==> src/common/scl_pkg.sv <==
// Shared constants and types for the configuration load sequencer
package scl_pkg;

  // ----------------------------------------------------------------
  // Widths
  // ----------------------------------------------------------------
  localparam int SCL_WORD_W = 32;
  localparam int SCL_ADDR_W = 16;
  localparam int SCL_BUS_AW = 4;

  // ----------------------------------------------------------------
  // Register map and fields
  // ----------------------------------------------------------------
  localparam logic [SCL_BUS_AW-1:0] SCL_OFS_CTRL = 4'h0;
  localparam logic [SCL_BUS_AW-1:0] SCL_OFS_STATUS = 4'h4;
  localparam logic [SCL_BUS_AW-1:0] SCL_OFS_DATA = 4'h8;
  localparam int SCL_CTRL_SCHEME_LSB = 0;
  localparam int SCL_CTRL_RECONFIG_BIT = 2;
  localparam int SCL_CTRL_ABORT_BIT = 3;
  localparam int SCL_STAT_USER_BIT = 3;
  localparam int SCL_STAT_ERROR_BIT = 4;
  localparam int SCL_STAT_PIN_BIT = 5;
  localparam int SCL_STAT_CHAIN_BIT = 6;
  localparam int SCL_STAT_COUNT_LSB = 16;
  localparam logic [1:0] SCL_CTRL_SCHEME_RESET = 2'h0;
  localparam logic [3:0] SCL_FULL_LANES = 4'hf;

  // ----------------------------------------------------------------
  // Timing
  // ----------------------------------------------------------------
  localparam int SCL_CLK_MHZ = 100;
  localparam int SCL_SERIAL_MHZ = 20;
  localparam int SCL_AS_DIV = SCL_CLK_MHZ / SCL_SERIAL_MHZ;
  localparam int SCL_AS_HIGH = SCL_AS_DIV / 2;
  localparam int SCL_LOAD_LIMIT_MS = 120;
  localparam int SCL_LOAD_LIMIT_CYCLES = SCL_LOAD_LIMIT_MS * 1000 * SCL_CLK_MHZ;
  localparam int SCL_INIT_CYCLES = 8;
  localparam int SCL_FIFO_DEPTH = 32;
  localparam int SCL_CFG_WORDS = 1024;

  // ----------------------------------------------------------------
  // Types
  // ----------------------------------------------------------------
  typedef enum logic [2:0] {
    st_powerup = 3'h0,
    st_wait_chain = 3'h1,
    st_load = 3'h2,
    st_init = 3'h3,
    st_user = 3'h4,
    st_reset_hold = 3'h5,
    st_abort = 3'h6
  } scl_state_t;

  typedef enum logic [1:0] {
    active_serial_scheme = 2'h0,
    passive_serial_scheme = 2'h1,
    scan_port_scheme = 2'h2
  } scl_scheme_t;

  typedef struct packed {
    logic [SCL_ADDR_W-1:0] addr;
    logic [SCL_WORD_W-1:0] data;
  } scl_store_wr_t;

endpackage

==> src/core/scl_sequencer.sv <==
// Configuration load sequencer with its word FIFO
// What this block does
// - Power-up always loads store before user function
// - After load: clear registers, enable I/O, run
// - Command mode and user mode kept distinct
// - Reconfig request returns to command mode, reloads
// - User I/O pulled high until configured
// - Exactly one of three load schemes active
// - Active serial: device clocks serial memory itself
// - Full load must finish within 120 ms
// - Chain enable in/out daisy-chains several devices
// - Abort pulls status pin low until reconfigured
//
// Design decisions made here: the register addresses and the Avalon-MM slave port.
`timescale 1ns/100ps

module scl_fifo #(
  parameter int WIDTH = 32,
  parameter int DEPTH = 32
) (
  // Clock and reset
  input wire logic clk_sys,
  input wire logic reset,
  input wire logic flush,
  // Fill side
  input wire logic in_valid,
  output logic in_ready,
  input wire logic [WIDTH-1:0] in_data,
  // Drain side
  output logic out_valid,
  input wire logic out_ready,
  output logic [WIDTH-1:0] out_data
);
  localparam int PW = $clog2(DEPTH);
  logic [WIDTH-1:0] mem [DEPTH];
  logic [PW:0] wr_ptr;
  logic [PW:0] rd_ptr;
  logic full;
  logic empty;

  assign empty = (wr_ptr == rd_ptr);
  assign full = (wr_ptr[PW] != rd_ptr[PW]) && (wr_ptr[PW-1:0] == rd_ptr[PW-1:0]);
  assign in_ready = !full;
  assign out_valid = !empty;
  assign out_data = mem[rd_ptr[PW-1:0]];

  always_ff @(posedge clk_sys) begin
    if (in_valid && !full) begin
      mem[wr_ptr[PW-1:0]] <= in_data;
    end
  end

  always_ff @(posedge clk_sys or posedge reset) begin
    if (reset) begin
      wr_ptr <= '0;
      rd_ptr <= '0;
    end else if (flush) begin
      wr_ptr <= '0;
      rd_ptr <= '0;
    end else begin
      if (in_valid && !full) begin
        wr_ptr <= wr_ptr + 1'b1;
      end
      if (out_ready && !empty) begin
        rd_ptr <= rd_ptr + 1'b1;
      end
    end
  end
endmodule // scl_fifo

module scl_sequencer #(
  parameter int CFG_WORDS = scl_pkg::SCL_CFG_WORDS,
  parameter int LOAD_LIMIT_CYCLES = scl_pkg::SCL_LOAD_LIMIT_CYCLES,
  parameter int FIFO_DEPTH = scl_pkg::SCL_FIFO_DEPTH
) (
  // Clock and reset
  input wire logic clk_sys,
  input wire logic reset,
  // Register bus
  input wire logic [scl_pkg::SCL_BUS_AW-1:0] avs_address,
  input wire logic avs_read,
  input wire logic avs_write,
  input wire logic [31:0] avs_writedata,
  input wire logic [3:0] avs_byteenable,
  output logic [31:0] avs_readdata,
  output logic avs_waitrequest,
  // Chain and control pins
  input wire logic chain_enable_in_n,
  output logic chain_enable_out_n,
  input wire logic reconfig_request_n,
  input wire logic config_status_n_in,
  output logic config_status_n_out,
  output logic config_status_n_oe,
  // Serial configuration memory
  output logic as_sclk,
  output logic as_cs_n,
  input wire logic as_miso,
  // Passive serial source
  input wire logic ps_dclk,
  input wire logic ps_data,
  output logic load_ready,
  // Boundary-scan source
  input wire logic scan_bit,
  input wire logic scan_bit_valid,
  // Configuration store
  output scl_pkg::scl_store_wr_t store_wr,
  output logic store_wr_valid,
  input wire logic store_wr_ready,
  output logic store_clear,
  // User side
  output logic user_mode,
  output logic user_io_pullup,
  output logic user_io_enable
);
  import scl_pkg::*;

  localparam int CW = $clog2(CFG_WORDS + 1);
  localparam int TW = $clog2(LOAD_LIMIT_CYCLES + 1);
  localparam logic [CW-1:0] LAST_WORD = CW'(CFG_WORDS);
  localparam logic [TW-1:0] LIMIT_LAST = TW'(LOAD_LIMIT_CYCLES - 1);
  localparam logic [3:0] INIT_LAST = 4'(SCL_INIT_CYCLES - 1);
  localparam logic [2:0] DIV_LAST = 3'(SCL_AS_DIV - 1);
  localparam logic [2:0] DIV_HIGH = 3'(SCL_AS_HIGH);

  scl_state_t state;
  scl_state_t next_state;
  scl_scheme_t scheme;
  scl_scheme_t load_scheme;
  logic soft_reconfig;
  logic soft_abort;
  logic error_seen;
  logic [TW-1:0] load_timer;
  logic [3:0] init_cnt;
  logic [2:0] div_cnt;
  logic ps_dclk_q;
  logic [31:0] shift;
  logic [4:0] bit_cnt;
  logic pend;
  logic [31:0] pend_word;
  logic [CW-1:0] pushed_cnt;
  logic [CW-1:0] written_cnt;
  logic fifo_in_ready;
  logic fifo_out_valid;
  logic fifo_out_ready;
  logic [31:0] fifo_out_data;
  logic in_load;
  logic src_open;
  logic as_take;
  logic ps_take;
  logic scan_take;
  logic bit_take;
  logic bit_val;
  logic bus_req;
  logic bus_commit;
  logic host_word;
  logic load_done;
  logic timeout;

  function automatic logic scheme_ok(input scl_scheme_t s);
    scheme_ok = (s == active_serial_scheme) || (s == passive_serial_scheme)
             || (s == scan_port_scheme);
  endfunction

  function automatic logic configured(input scl_state_t s);
    configured = (s == st_init) || (s == st_user);
  endfunction

  // ----------------------------------------------------------------
  // Top-level sequence
  // ----------------------------------------------------------------
  assign in_load = (state == st_load);
  assign load_done = (written_cnt == LAST_WORD);
  assign timeout = in_load && (load_timer == LIMIT_LAST);

  always_comb begin
    next_state = state;
    case (state)
      st_powerup: next_state = st_wait_chain;
      st_reset_hold: begin
        if (reconfig_request_n) begin
          next_state = st_wait_chain;
        end
      end
      st_wait_chain: begin
        if (!chain_enable_in_n) begin
          next_state = scheme_ok(scheme) ? st_load : st_abort;
        end
      end
      st_load: begin
        if (soft_abort || timeout) begin
          next_state = st_abort;
        end else if (load_done) begin
          next_state = st_init;
        end
      end
      st_init: begin
        if (init_cnt == INIT_LAST) begin
          next_state = st_user;
        end
      end
      st_user: next_state = st_user;
      st_abort: next_state = st_abort;
      default: next_state = st_reset_hold;
    endcase
    // Request pin outranks everything, even an abort
    if (!reconfig_request_n || soft_reconfig) begin
      next_state = st_reset_hold;
    end
  end

  always_ff @(posedge clk_sys or posedge reset) begin
    if (reset) begin
      state <= st_powerup;
    end else begin
      state <= next_state;
    end
  end

  always_ff @(posedge clk_sys or posedge reset) begin
    if (reset) begin
      load_timer <= '0;
      init_cnt <= '0;
    end else begin
      load_timer <= in_load ? load_timer + 1'b1 : '0;
      init_cnt <= (state == st_init) ? init_cnt + 1'b1 : '0;
    end
  end

  // Scheme is frozen for the whole load
  always_ff @(posedge clk_sys or posedge reset) begin
    if (reset) begin
      load_scheme <= active_serial_scheme;
    end else if (state == st_wait_chain) begin
      load_scheme <= scheme;
    end
  end

  // ----------------------------------------------------------------
  // Pins and user-side outputs
  // ----------------------------------------------------------------
  always_ff @(posedge clk_sys or posedge reset) begin
    if (reset) begin
      user_mode <= 1'b0;
      user_io_pullup <= 1'b1;
      user_io_enable <= 1'b0;
      chain_enable_out_n <= 1'b1;
      store_clear <= 1'b0;
      config_status_n_oe <= 1'b0;
      config_status_n_out <= 1'b0;
    end else begin
      user_mode <= (next_state == st_user);
      user_io_pullup <= !configured(next_state);
      user_io_enable <= configured(next_state);
      chain_enable_out_n <= !configured(next_state);
      store_clear <= (next_state == st_init) && (state != st_init);
      config_status_n_oe <= (next_state == st_abort);
      config_status_n_out <= 1'b0;
    end
  end

  always_ff @(posedge clk_sys or posedge reset) begin
    if (reset) begin
      error_seen <= 1'b0;
    end else if (next_state == st_abort) begin
      error_seen <= 1'b1;
    end else if (state == st_reset_hold) begin
      error_seen <= 1'b0;
    end
  end

  // ----------------------------------------------------------------
  // Bit sources
  // ----------------------------------------------------------------
  assign src_open = in_load && !pend && (pushed_cnt != LAST_WORD);
  // Clock stops while a word waits, so the memory is never overrun
  assign as_take = src_open && (load_scheme == active_serial_scheme)
                && (div_cnt == DIV_LAST);
  assign ps_take = src_open && (load_scheme == passive_serial_scheme)
                && ps_dclk && !ps_dclk_q;
  assign scan_take = src_open && (load_scheme == scan_port_scheme) && scan_bit_valid;
  assign bit_take = as_take || ps_take || scan_take;
  always_comb begin
    case (load_scheme)
      active_serial_scheme: bit_val = as_miso;
      passive_serial_scheme: bit_val = ps_data;
      default: bit_val = scan_bit;
    endcase
  end

  always_ff @(posedge clk_sys or posedge reset) begin
    if (reset) begin
      div_cnt <= '0;
      as_sclk <= 1'b0;
      as_cs_n <= 1'b1;
      ps_dclk_q <= 1'b0;
    end else begin
      ps_dclk_q <= ps_dclk;
      as_cs_n <= !(in_load && (load_scheme == active_serial_scheme));
      if (src_open && (load_scheme == active_serial_scheme)) begin
        div_cnt <= (div_cnt == DIV_LAST) ? 3'h0 : div_cnt + 1'b1;
        // Rises only after a sampled bit, so a resumed clock never shifts early
        as_sclk <= (div_cnt == DIV_LAST) || (as_sclk && (div_cnt < DIV_HIGH - 3'h1));
      end else begin
        div_cnt <= '0;
        as_sclk <= 1'b0;
      end
    end
  end

  // ----------------------------------------------------------------
  // Word assembly, MSB first
  // ----------------------------------------------------------------
  always_ff @(posedge clk_sys or posedge reset) begin
    if (reset) begin
      shift <= '0;
      bit_cnt <= '0;
      pend <= 1'b0;
      pend_word <= '0;
      pushed_cnt <= '0;
    end else if (!in_load) begin
      bit_cnt <= '0;
      pend <= 1'b0;
      if (state == st_reset_hold) begin
        pushed_cnt <= '0;
      end
    end else begin
      if (pend && fifo_in_ready) begin
        pend <= 1'b0;
        pushed_cnt <= pushed_cnt + 1'b1;
      end else if (host_word) begin
        pend <= 1'b1;
        pend_word <= avs_writedata;
      end else if (bit_take) begin
        shift <= {shift[30:0], bit_val};
        bit_cnt <= bit_cnt + 1'b1;
        if (bit_cnt == 5'h1f) begin
          pend <= 1'b1;
          pend_word <= {shift[30:0], bit_val};
        end
      end
    end
  end

  always_ff @(posedge clk_sys or posedge reset) begin
    if (reset) begin
      load_ready <= 1'b0;
    end else begin
      load_ready <= src_open && (load_scheme == passive_serial_scheme) && !bit_take;
    end
  end

  scl_fifo #(
    .WIDTH(SCL_WORD_W),
    .DEPTH(FIFO_DEPTH)
  ) u_fifo (
    .clk_sys(clk_sys),
    .reset(reset),
    .flush(state == st_reset_hold),
    .in_valid(pend && in_load),
    .in_ready(fifo_in_ready),
    .in_data(pend_word),
    .out_valid(fifo_out_valid),
    .out_ready(fifo_out_ready),
    .out_data(fifo_out_data)
  );

  // ----------------------------------------------------------------
  // Store write port
  // ----------------------------------------------------------------
  assign fifo_out_ready = in_load && (!store_wr_valid || store_wr_ready);

  always_ff @(posedge clk_sys or posedge reset) begin
    if (reset) begin
      store_wr <= '0;
      store_wr_valid <= 1'b0;
      written_cnt <= '0;
    end else if (state == st_reset_hold) begin
      store_wr_valid <= 1'b0;
      written_cnt <= '0;
    end else begin
      if (store_wr_valid && store_wr_ready) begin
        written_cnt <= written_cnt + 1'b1;
      end
      if (fifo_out_ready) begin
        store_wr_valid <= fifo_out_valid;
        store_wr.data <= fifo_out_data;
        store_wr.addr <= SCL_ADDR_W'(written_cnt + CW'(store_wr_valid && store_wr_ready));
      end else if (store_wr_ready) begin
        // Outside the load a held word is written once, never repeated
        store_wr_valid <= 1'b0;
      end
    end
  end

  // ----------------------------------------------------------------
  // Register slave
  // ----------------------------------------------------------------
  // Data writes wait while a word is still pending
  assign bus_req = avs_waitrequest && (avs_read || avs_write)
                && !(avs_write && avs_address == SCL_OFS_DATA && pend);
  assign bus_commit = !avs_waitrequest && avs_write;
  assign host_word = bus_commit && (avs_address == SCL_OFS_DATA)
                  && (avs_byteenable == SCL_FULL_LANES)
                  && (load_scheme == passive_serial_scheme);

  always_ff @(posedge clk_sys or posedge reset) begin
    if (reset) begin
      avs_waitrequest <= 1'b1;
      avs_readdata <= '0;
    end else begin
      avs_waitrequest <= !bus_req;
      if (bus_req && avs_read) begin
        case (avs_address)
          SCL_OFS_CTRL: avs_readdata <= {30'h0, scheme};
          SCL_OFS_STATUS: begin
            avs_readdata <= '0;
            avs_readdata[2:0] <= state;
            avs_readdata[SCL_STAT_USER_BIT] <= user_mode;
            avs_readdata[SCL_STAT_ERROR_BIT] <= error_seen;
            avs_readdata[SCL_STAT_PIN_BIT] <= !config_status_n_in;
            avs_readdata[SCL_STAT_CHAIN_BIT] <= !chain_enable_in_n;
            avs_readdata[SCL_STAT_COUNT_LSB +: 16] <= 16'(written_cnt);
          end
          default: avs_readdata <= '0;
        endcase
      end
    end
  end

  always_ff @(posedge clk_sys or posedge reset) begin
    if (reset) begin
      scheme <= scl_scheme_t'(SCL_CTRL_SCHEME_RESET);
      soft_reconfig <= 1'b0;
      soft_abort <= 1'b0;
    end else begin
      soft_reconfig <= 1'b0;
      soft_abort <= 1'b0;
      if (bus_commit && avs_address == SCL_OFS_CTRL && avs_byteenable[0]) begin
        scheme <= scl_scheme_t'(avs_writedata[SCL_CTRL_SCHEME_LSB +: 2]);
        soft_reconfig <= avs_writedata[SCL_CTRL_RECONFIG_BIT];
        soft_abort <= avs_writedata[SCL_CTRL_ABORT_BIT];
      end
    end
  end
endmodule // scl_sequencer

==> config.mk <==
export PLATFORM = sky130hd
export DESIGN_NAME = scl_sequencer
export DESIGN_NICKNAME = d
export VERILOG_FILES = /design/src/common/scl_pkg.sv /design/src/core/scl_sequencer.sv
export SDC_FILE = /design/constraint.sdc
export NUM_CORES = 2
export LEC_CHECK = 0
export BUFFER_PORTS_ARGS = -buffer_cell sky130_fd_sc_hd__buf_2
export CORE_MARGIN = 3
export CORE_UTILIZATION = 55
export CTS_CLUSTER_SIZE = 24
export DETAILED_ROUTE_END_ITERATION = 10
export MAX_ROUTING_LAYER = met4
export PLACE_DENSITY = 0.74
export SLEW_MARGIN = 20
export SYNTH_ARGS = -nofsm -noshare
export SYNTH_HDL_FRONTEND = slang
export SYNTH_HIERARCHICAL = 1
export SYNTH_SLANG_ARGS = --single-unit
==> constraint.sdc <==
create_clock -name clk_sys -period 6.6 [get_ports clk_sys]
set_clock_uncertainty 0.15 [all_clocks]
set_input_delay 0.66 -clock clk_sys [delete_from_list [all_inputs] [get_ports clk_sys]]
set_output_delay 0.66 -clock clk_sys [all_outputs]
set_load 0.03 [all_outputs]
==> impl_metrics.sql <==
INSERT INTO impl_metrics (metric_group, metric, value, unit) VALUES
('status', 'status', 'finished clean', ''),
('sta', 'final-setup-viol-count', '0', ''),
('clocking', 'clock_latency', '0.69', 'ns'),
('sta', 'rsz0062_at_grt', 'no', ''),
('yosys', 'synth_compound_area_share', '4.78', '%'),
('global_route', 'antenna_found_initial', '4', ''),
('place', 'port_buffers', '125', ''),
('yosys', 'synthDistinctLibCells', '65', ''),
('worst_setup_path', 'cpMaxStageDelayCell', 'dfrtp_4', ''),
('worst_setup_path', 'cp_data_arrival_time', '4.89', 'ns'),
('global_route', 'overflow', '0', ''),
('clocking', 'clkSlewWorstSetupHoldPaths', '0.06', 'ns'),
('pwr', 'reported_leakage_power', '16.4', 'nW'),
('detailed_routing', 'routedWlPerCell', '27.5', 'microns'),
('worst_setup_path', 'rr_endpoint', 'store_wr[23]', ''),
('min_path', 'worstHoldPathCells', '2', ''),
('global_route', 'maximum_number_of_pins_on_one_net_before_global_route_repair', '152', ''),
('yosys', 'xor_xnor_cell_area_share_of_the_yosys_netlist', '1.04', '%'),
('die', 'core_area', '0.0891', 'sq mm'),
('cells_and_area', 'layout.cell_area.non_filler', '0.0557', 'sq mm'),
('worst_setup_path', 'cp.required', '7.01', 'ns'),
('clocking', 'cts_max_path_buffers', '3', ''),
('yosys', 'yosys_warnings', '6', ''),
('detailed_routing', 'drt_first_iter_violations', '2947', ''),
('global_route', 'grt_util_all_layers', '26.7', '%'),
('sta', 'maxClockFrequency', '223', 'MHz'),
('place', 'gp_congestion', '0.848', ''),
('die', 'start_util', '55.8', '%'),
('sta', 'timing_worst_slew_pin_value', '1.21', 'ns'),
('place', 'dp_hpwl', '67.5', 'mm'),
('sta', 'fin_setup_tns', '0', 'ns'),
('clocking', 'cts_made_buffers', '117', ''),
('sta', 'fin_crit_sh', '67.9', '%'),
('worst_setup_path', 'worstRegToRegCells', '7', ''),
('clocking', 'postCtsSetupRepairBufs', '0', ''),
('sta', 'timing.final.crit_period', '4.48', 'ns'),
('yosys', 'synth_adder_area_share', '0.428', '%'),
('worst_setup_path', 'max_stage_delay', '1.10', 'ns'),
('yosys', 'synth_cells', '3041', ''),
('global_route', 'grt_pass1_wl', '181', 'mm'),
('detailed_routing', 'drcViolationCount', '0', ''),
('min_path', 'timing.hold.worst.start', 'avs_writedata[3]', ''),
('die', 'die_area', '0.0940', 'sq mm'),
('pwr', 'vdd_drop_max', '0.305', 'mV'),
('worst_setup_path', 'critical_path.top_delay_family', 'buffers and inverters', ''),
('detailed_routing', 'drt_pass1_iterations', '5', ''),
('clocking', 'htree_num_levels', '3', ''),
('yosys', 'synth_simple_gate_area_share', '5.08', '%'),
('min_path', 'holdCritPathClass', 'in2reg', ''),
('worst_setup_path', 'setup.worst_path.class', 'reg2reg', ''),
('die', 'rows', '109', ''),
('die', 'floorplan.die.width', '307', 'microns'),
('detailed_routing', 'routed_wirelength', '122', 'mm'),
('sta', 'max_slew_margin', '19.2', '%'),
('worst_setup_path', 'worst_reg_to_reg_setup_slack', '2.12', 'ns'),
('yosys', 'synth.ff_latch_count', '1241', ''),
('cells_and_area', 'area_growth', '12.1', '%'),
('yosys', 'synth-main-ff-cell', 'edfxtp_1', ''),
('yosys', 'postSynthAreaPerCell', '16.3', 'sq um'),
('detailed_routing', 'route.detailed.vias_per_inst', '6.30', ''),
('cells_and_area', 'fraction_of_final_layout_cells_with_drive_strength_greater_than_1', '15.5', '%'),
('worst_setup_path', 'timing.rr.start', 'u_fifo/rd_ptr[0]', ''),
('yosys', 'share_of_synthesized_area_spent_on_multiplexers', '13.7', '%'),
('yosys', 'synth_enable_flop_cells', '1024', ''),
('worst_setup_path', 'cp_num_buf_inv', '2', ''),
('detailed_routing', 'via_count', '28000', ''),
('sta', 'drv_slew', '0', ''),
('clocking', 'cts_root_buffer', 'clkbuf_16', ''),
('global_route', 'first_global_vias', '28300', ''),
('worst_setup_path', 'cp_cell_sequence', 'buf_12 -> buf_4 -> mux2i_1 -> a22oi_1 -> nand3_1 -> nand4_1 -> mux2_2', ''),
('yosys', 'synth_top_family_by_area', 'multiplexers', '');
[final cells by class]
| class | count | area (sq um) | area share (%) |
|---|---|---|---|
| flip-flops and latches | 1241 | 36200 | 65.0 |
| diodes | 5 | 12.5 | 0.0225 |
| multi-input cells | 1601 | 12800 | 23.0 |
| clock inverters | 59 | 682 | 1.22 |
| repair buffers | 187 | 1170 | 2.11 |
| inverters | 27 | 109 | 0.195 |
| clock buffers | 162 | 3230 | 5.80 |
| well taps | 1165 | 1460 | 2.62 |
[worst register-to-register path: cells and delay by family (launching register included)]
| kind | cells | cell delay [ns] |
|---|---|---|
| simple gates | 2 | 0.45 |
| compound gates | 1 | 0.12 |
| flops | 1 | 1.10 |
| buf+inv | 2 | 1.87 |
| mux | 2 | 0.67 |
[cells in the mapped netlist, types with 2 or more instances]
master | instances | area [sq um]
a21oi_1 | 59 | 295
a22oi_1 | 227 | 1700
and2_1 | 8 | 50.1
and3_1 | 13 | 81.3
and3b_1 | 2 | 17.5
and4_1 | 5 | 43.8
buf_1 | 6 | 22.5
buf_2 | 57 | 285
buf_4 | 38 | 285
buf_6 | 4 | 45.0
clkbuf_1 | 85 | 319
dfrtp_1 | 214 | 5360
dfstp_2 | 3 | 78.8
edfxtp_1 | 1024 | 30700
ha_1 | 17 | 213
inv_1 | 27 | 101
mux2_1 | 62 | 698
mux2_2 | 44 | 495
mux2_4 | 30 | 450
mux2i_1 | 518 | 5180
nand2_1 | 102 | 383
nand3_1 | 151 | 756
nand3b_1 | 3 | 22.5
nand4_1 | 50 | 313
nor2_1 | 114 | 428
nor2b_1 | 7 | 43.8
nor3_1 | 9 | 45.0
nor3b_1 | 4 | 30.0
nor3b_2 | 2 | 25.0
nor4_1 | 9 | 56.3
nor4b_1 | 5 | 43.8
nor4bb_1 | 2 | 20.0
o211ai_1 | 2 | 15.0
o21ai_0 | 29 | 145
o21bai_1 | 2 | 15.0
o22ai_1 | 2 | 12.5
o31ai_1 | 8 | 60.1
or2_2 | 6 | 37.5
or3_1 | 8 | 50.1
xnor2_1 | 35 | 307
xor2_1 | 24 | 210
[through the flow]
stage               total power, W  cells  utilization, %  setup slack (ns)  hold slack, ns
global route                0.0165   4447            62.5              1.98          0.0765
finish                      0.0160   4447            62.5              2.12          0.0853
global placement           0.00935   4215            58.0              2.24           0.288
floorplan                  0.00913   3059               -             0.199           0.274
CTS                         0.0161   4442            62.5              2.21          0.0461
detailed placement         0.00936   4216            58.1              2.22           0.296
[registers in the layout (all words and copies together), names as in the netlist, 2 cells and up]
name and count:
u_fifo/wr_ptr 6, shift 31, state 3, scheme 2, store_wr 44, u_fifo/rd_ptr 6, load_scheme 2, init_cnt 4
bit_cnt 5, written_cnt 11, pushed_cnt 11, div_cnt 3, pend_word 32, load_timer 24, avs_readdata 18, u_fifo/mem 1024
[cells by family (layout without fill, tap and decap cells)]
family	Yosys count	in the layout
multiplexers	654	654
buffers and inverters	217	435
adder cells (fa/ha/maj)	17	17
other	1	24
flip-flops	1241	1241
AND/OR/NAND/NOR	509	509
XOR/XNOR	59	59
AO/OA/AOI/OAI	343	343
[metal layers]
metal	up-vias	wire length, microns	GRT usage, %	part of all wire, %
met3	247	10100	4.50	8.2
met1	14400	48300	35.0	39
met4	0	3810	8.59	3.1
met2	1402	60300	43.1	49
li1	12000	-	-	-
met5	-	0	-	0
[worst max path at each step]
stage                               to  cells after the start  slack (ns)              from
after global routing      store_wr[20]                      7        1.98  u_fifo/rd_ptr[0]
after detailed placement  store_wr[20]                      7        2.22  u_fifo/rd_ptr[0]
after floorplan                as_sclk                      1        0.20             reset
after global placement    store_wr[20]                      7        2.24  u_fifo/rd_ptr[0]
after CTS                 store_wr[20]                      7        2.21  u_fifo/rd_ptr[0]
final                     store_wr[23]                      7        2.12  u_fifo/rd_ptr[0]
[where the power goes]
part / internal, W / switching, W
Clock: 0.00396 / 0.00284
Sequential: 0.00849 / 0.000110
Combinational: 0.000181 / 0.000418
[cells in the final DEF, fill, tap and decap left out, types with 35 or more instances in the layout]
cell type,Yosys,final
nand3_1,151,151
mux2_1,62,62
nor2_1,114,79
nand2_1,102,102
mux2i_1,518,518
edfxtp_1,1024,1024
dfrtp_1,214,197
clkbuf_16,0,119
a21oi_1,59,59
mux2_2,44,44
a22oi_1,227,227
buf_4,38,52
nand4_1,50,50
buf_2,57,125
xnor2_1,35,35
[what timing repair did]
item / CTS / global route
gates resized for setup: 0 / 0
endpoints found under the hold margin: 15 / 0
hold buffers: 5 / 0
Note: power is estimated with default switching activity, not from simulation.
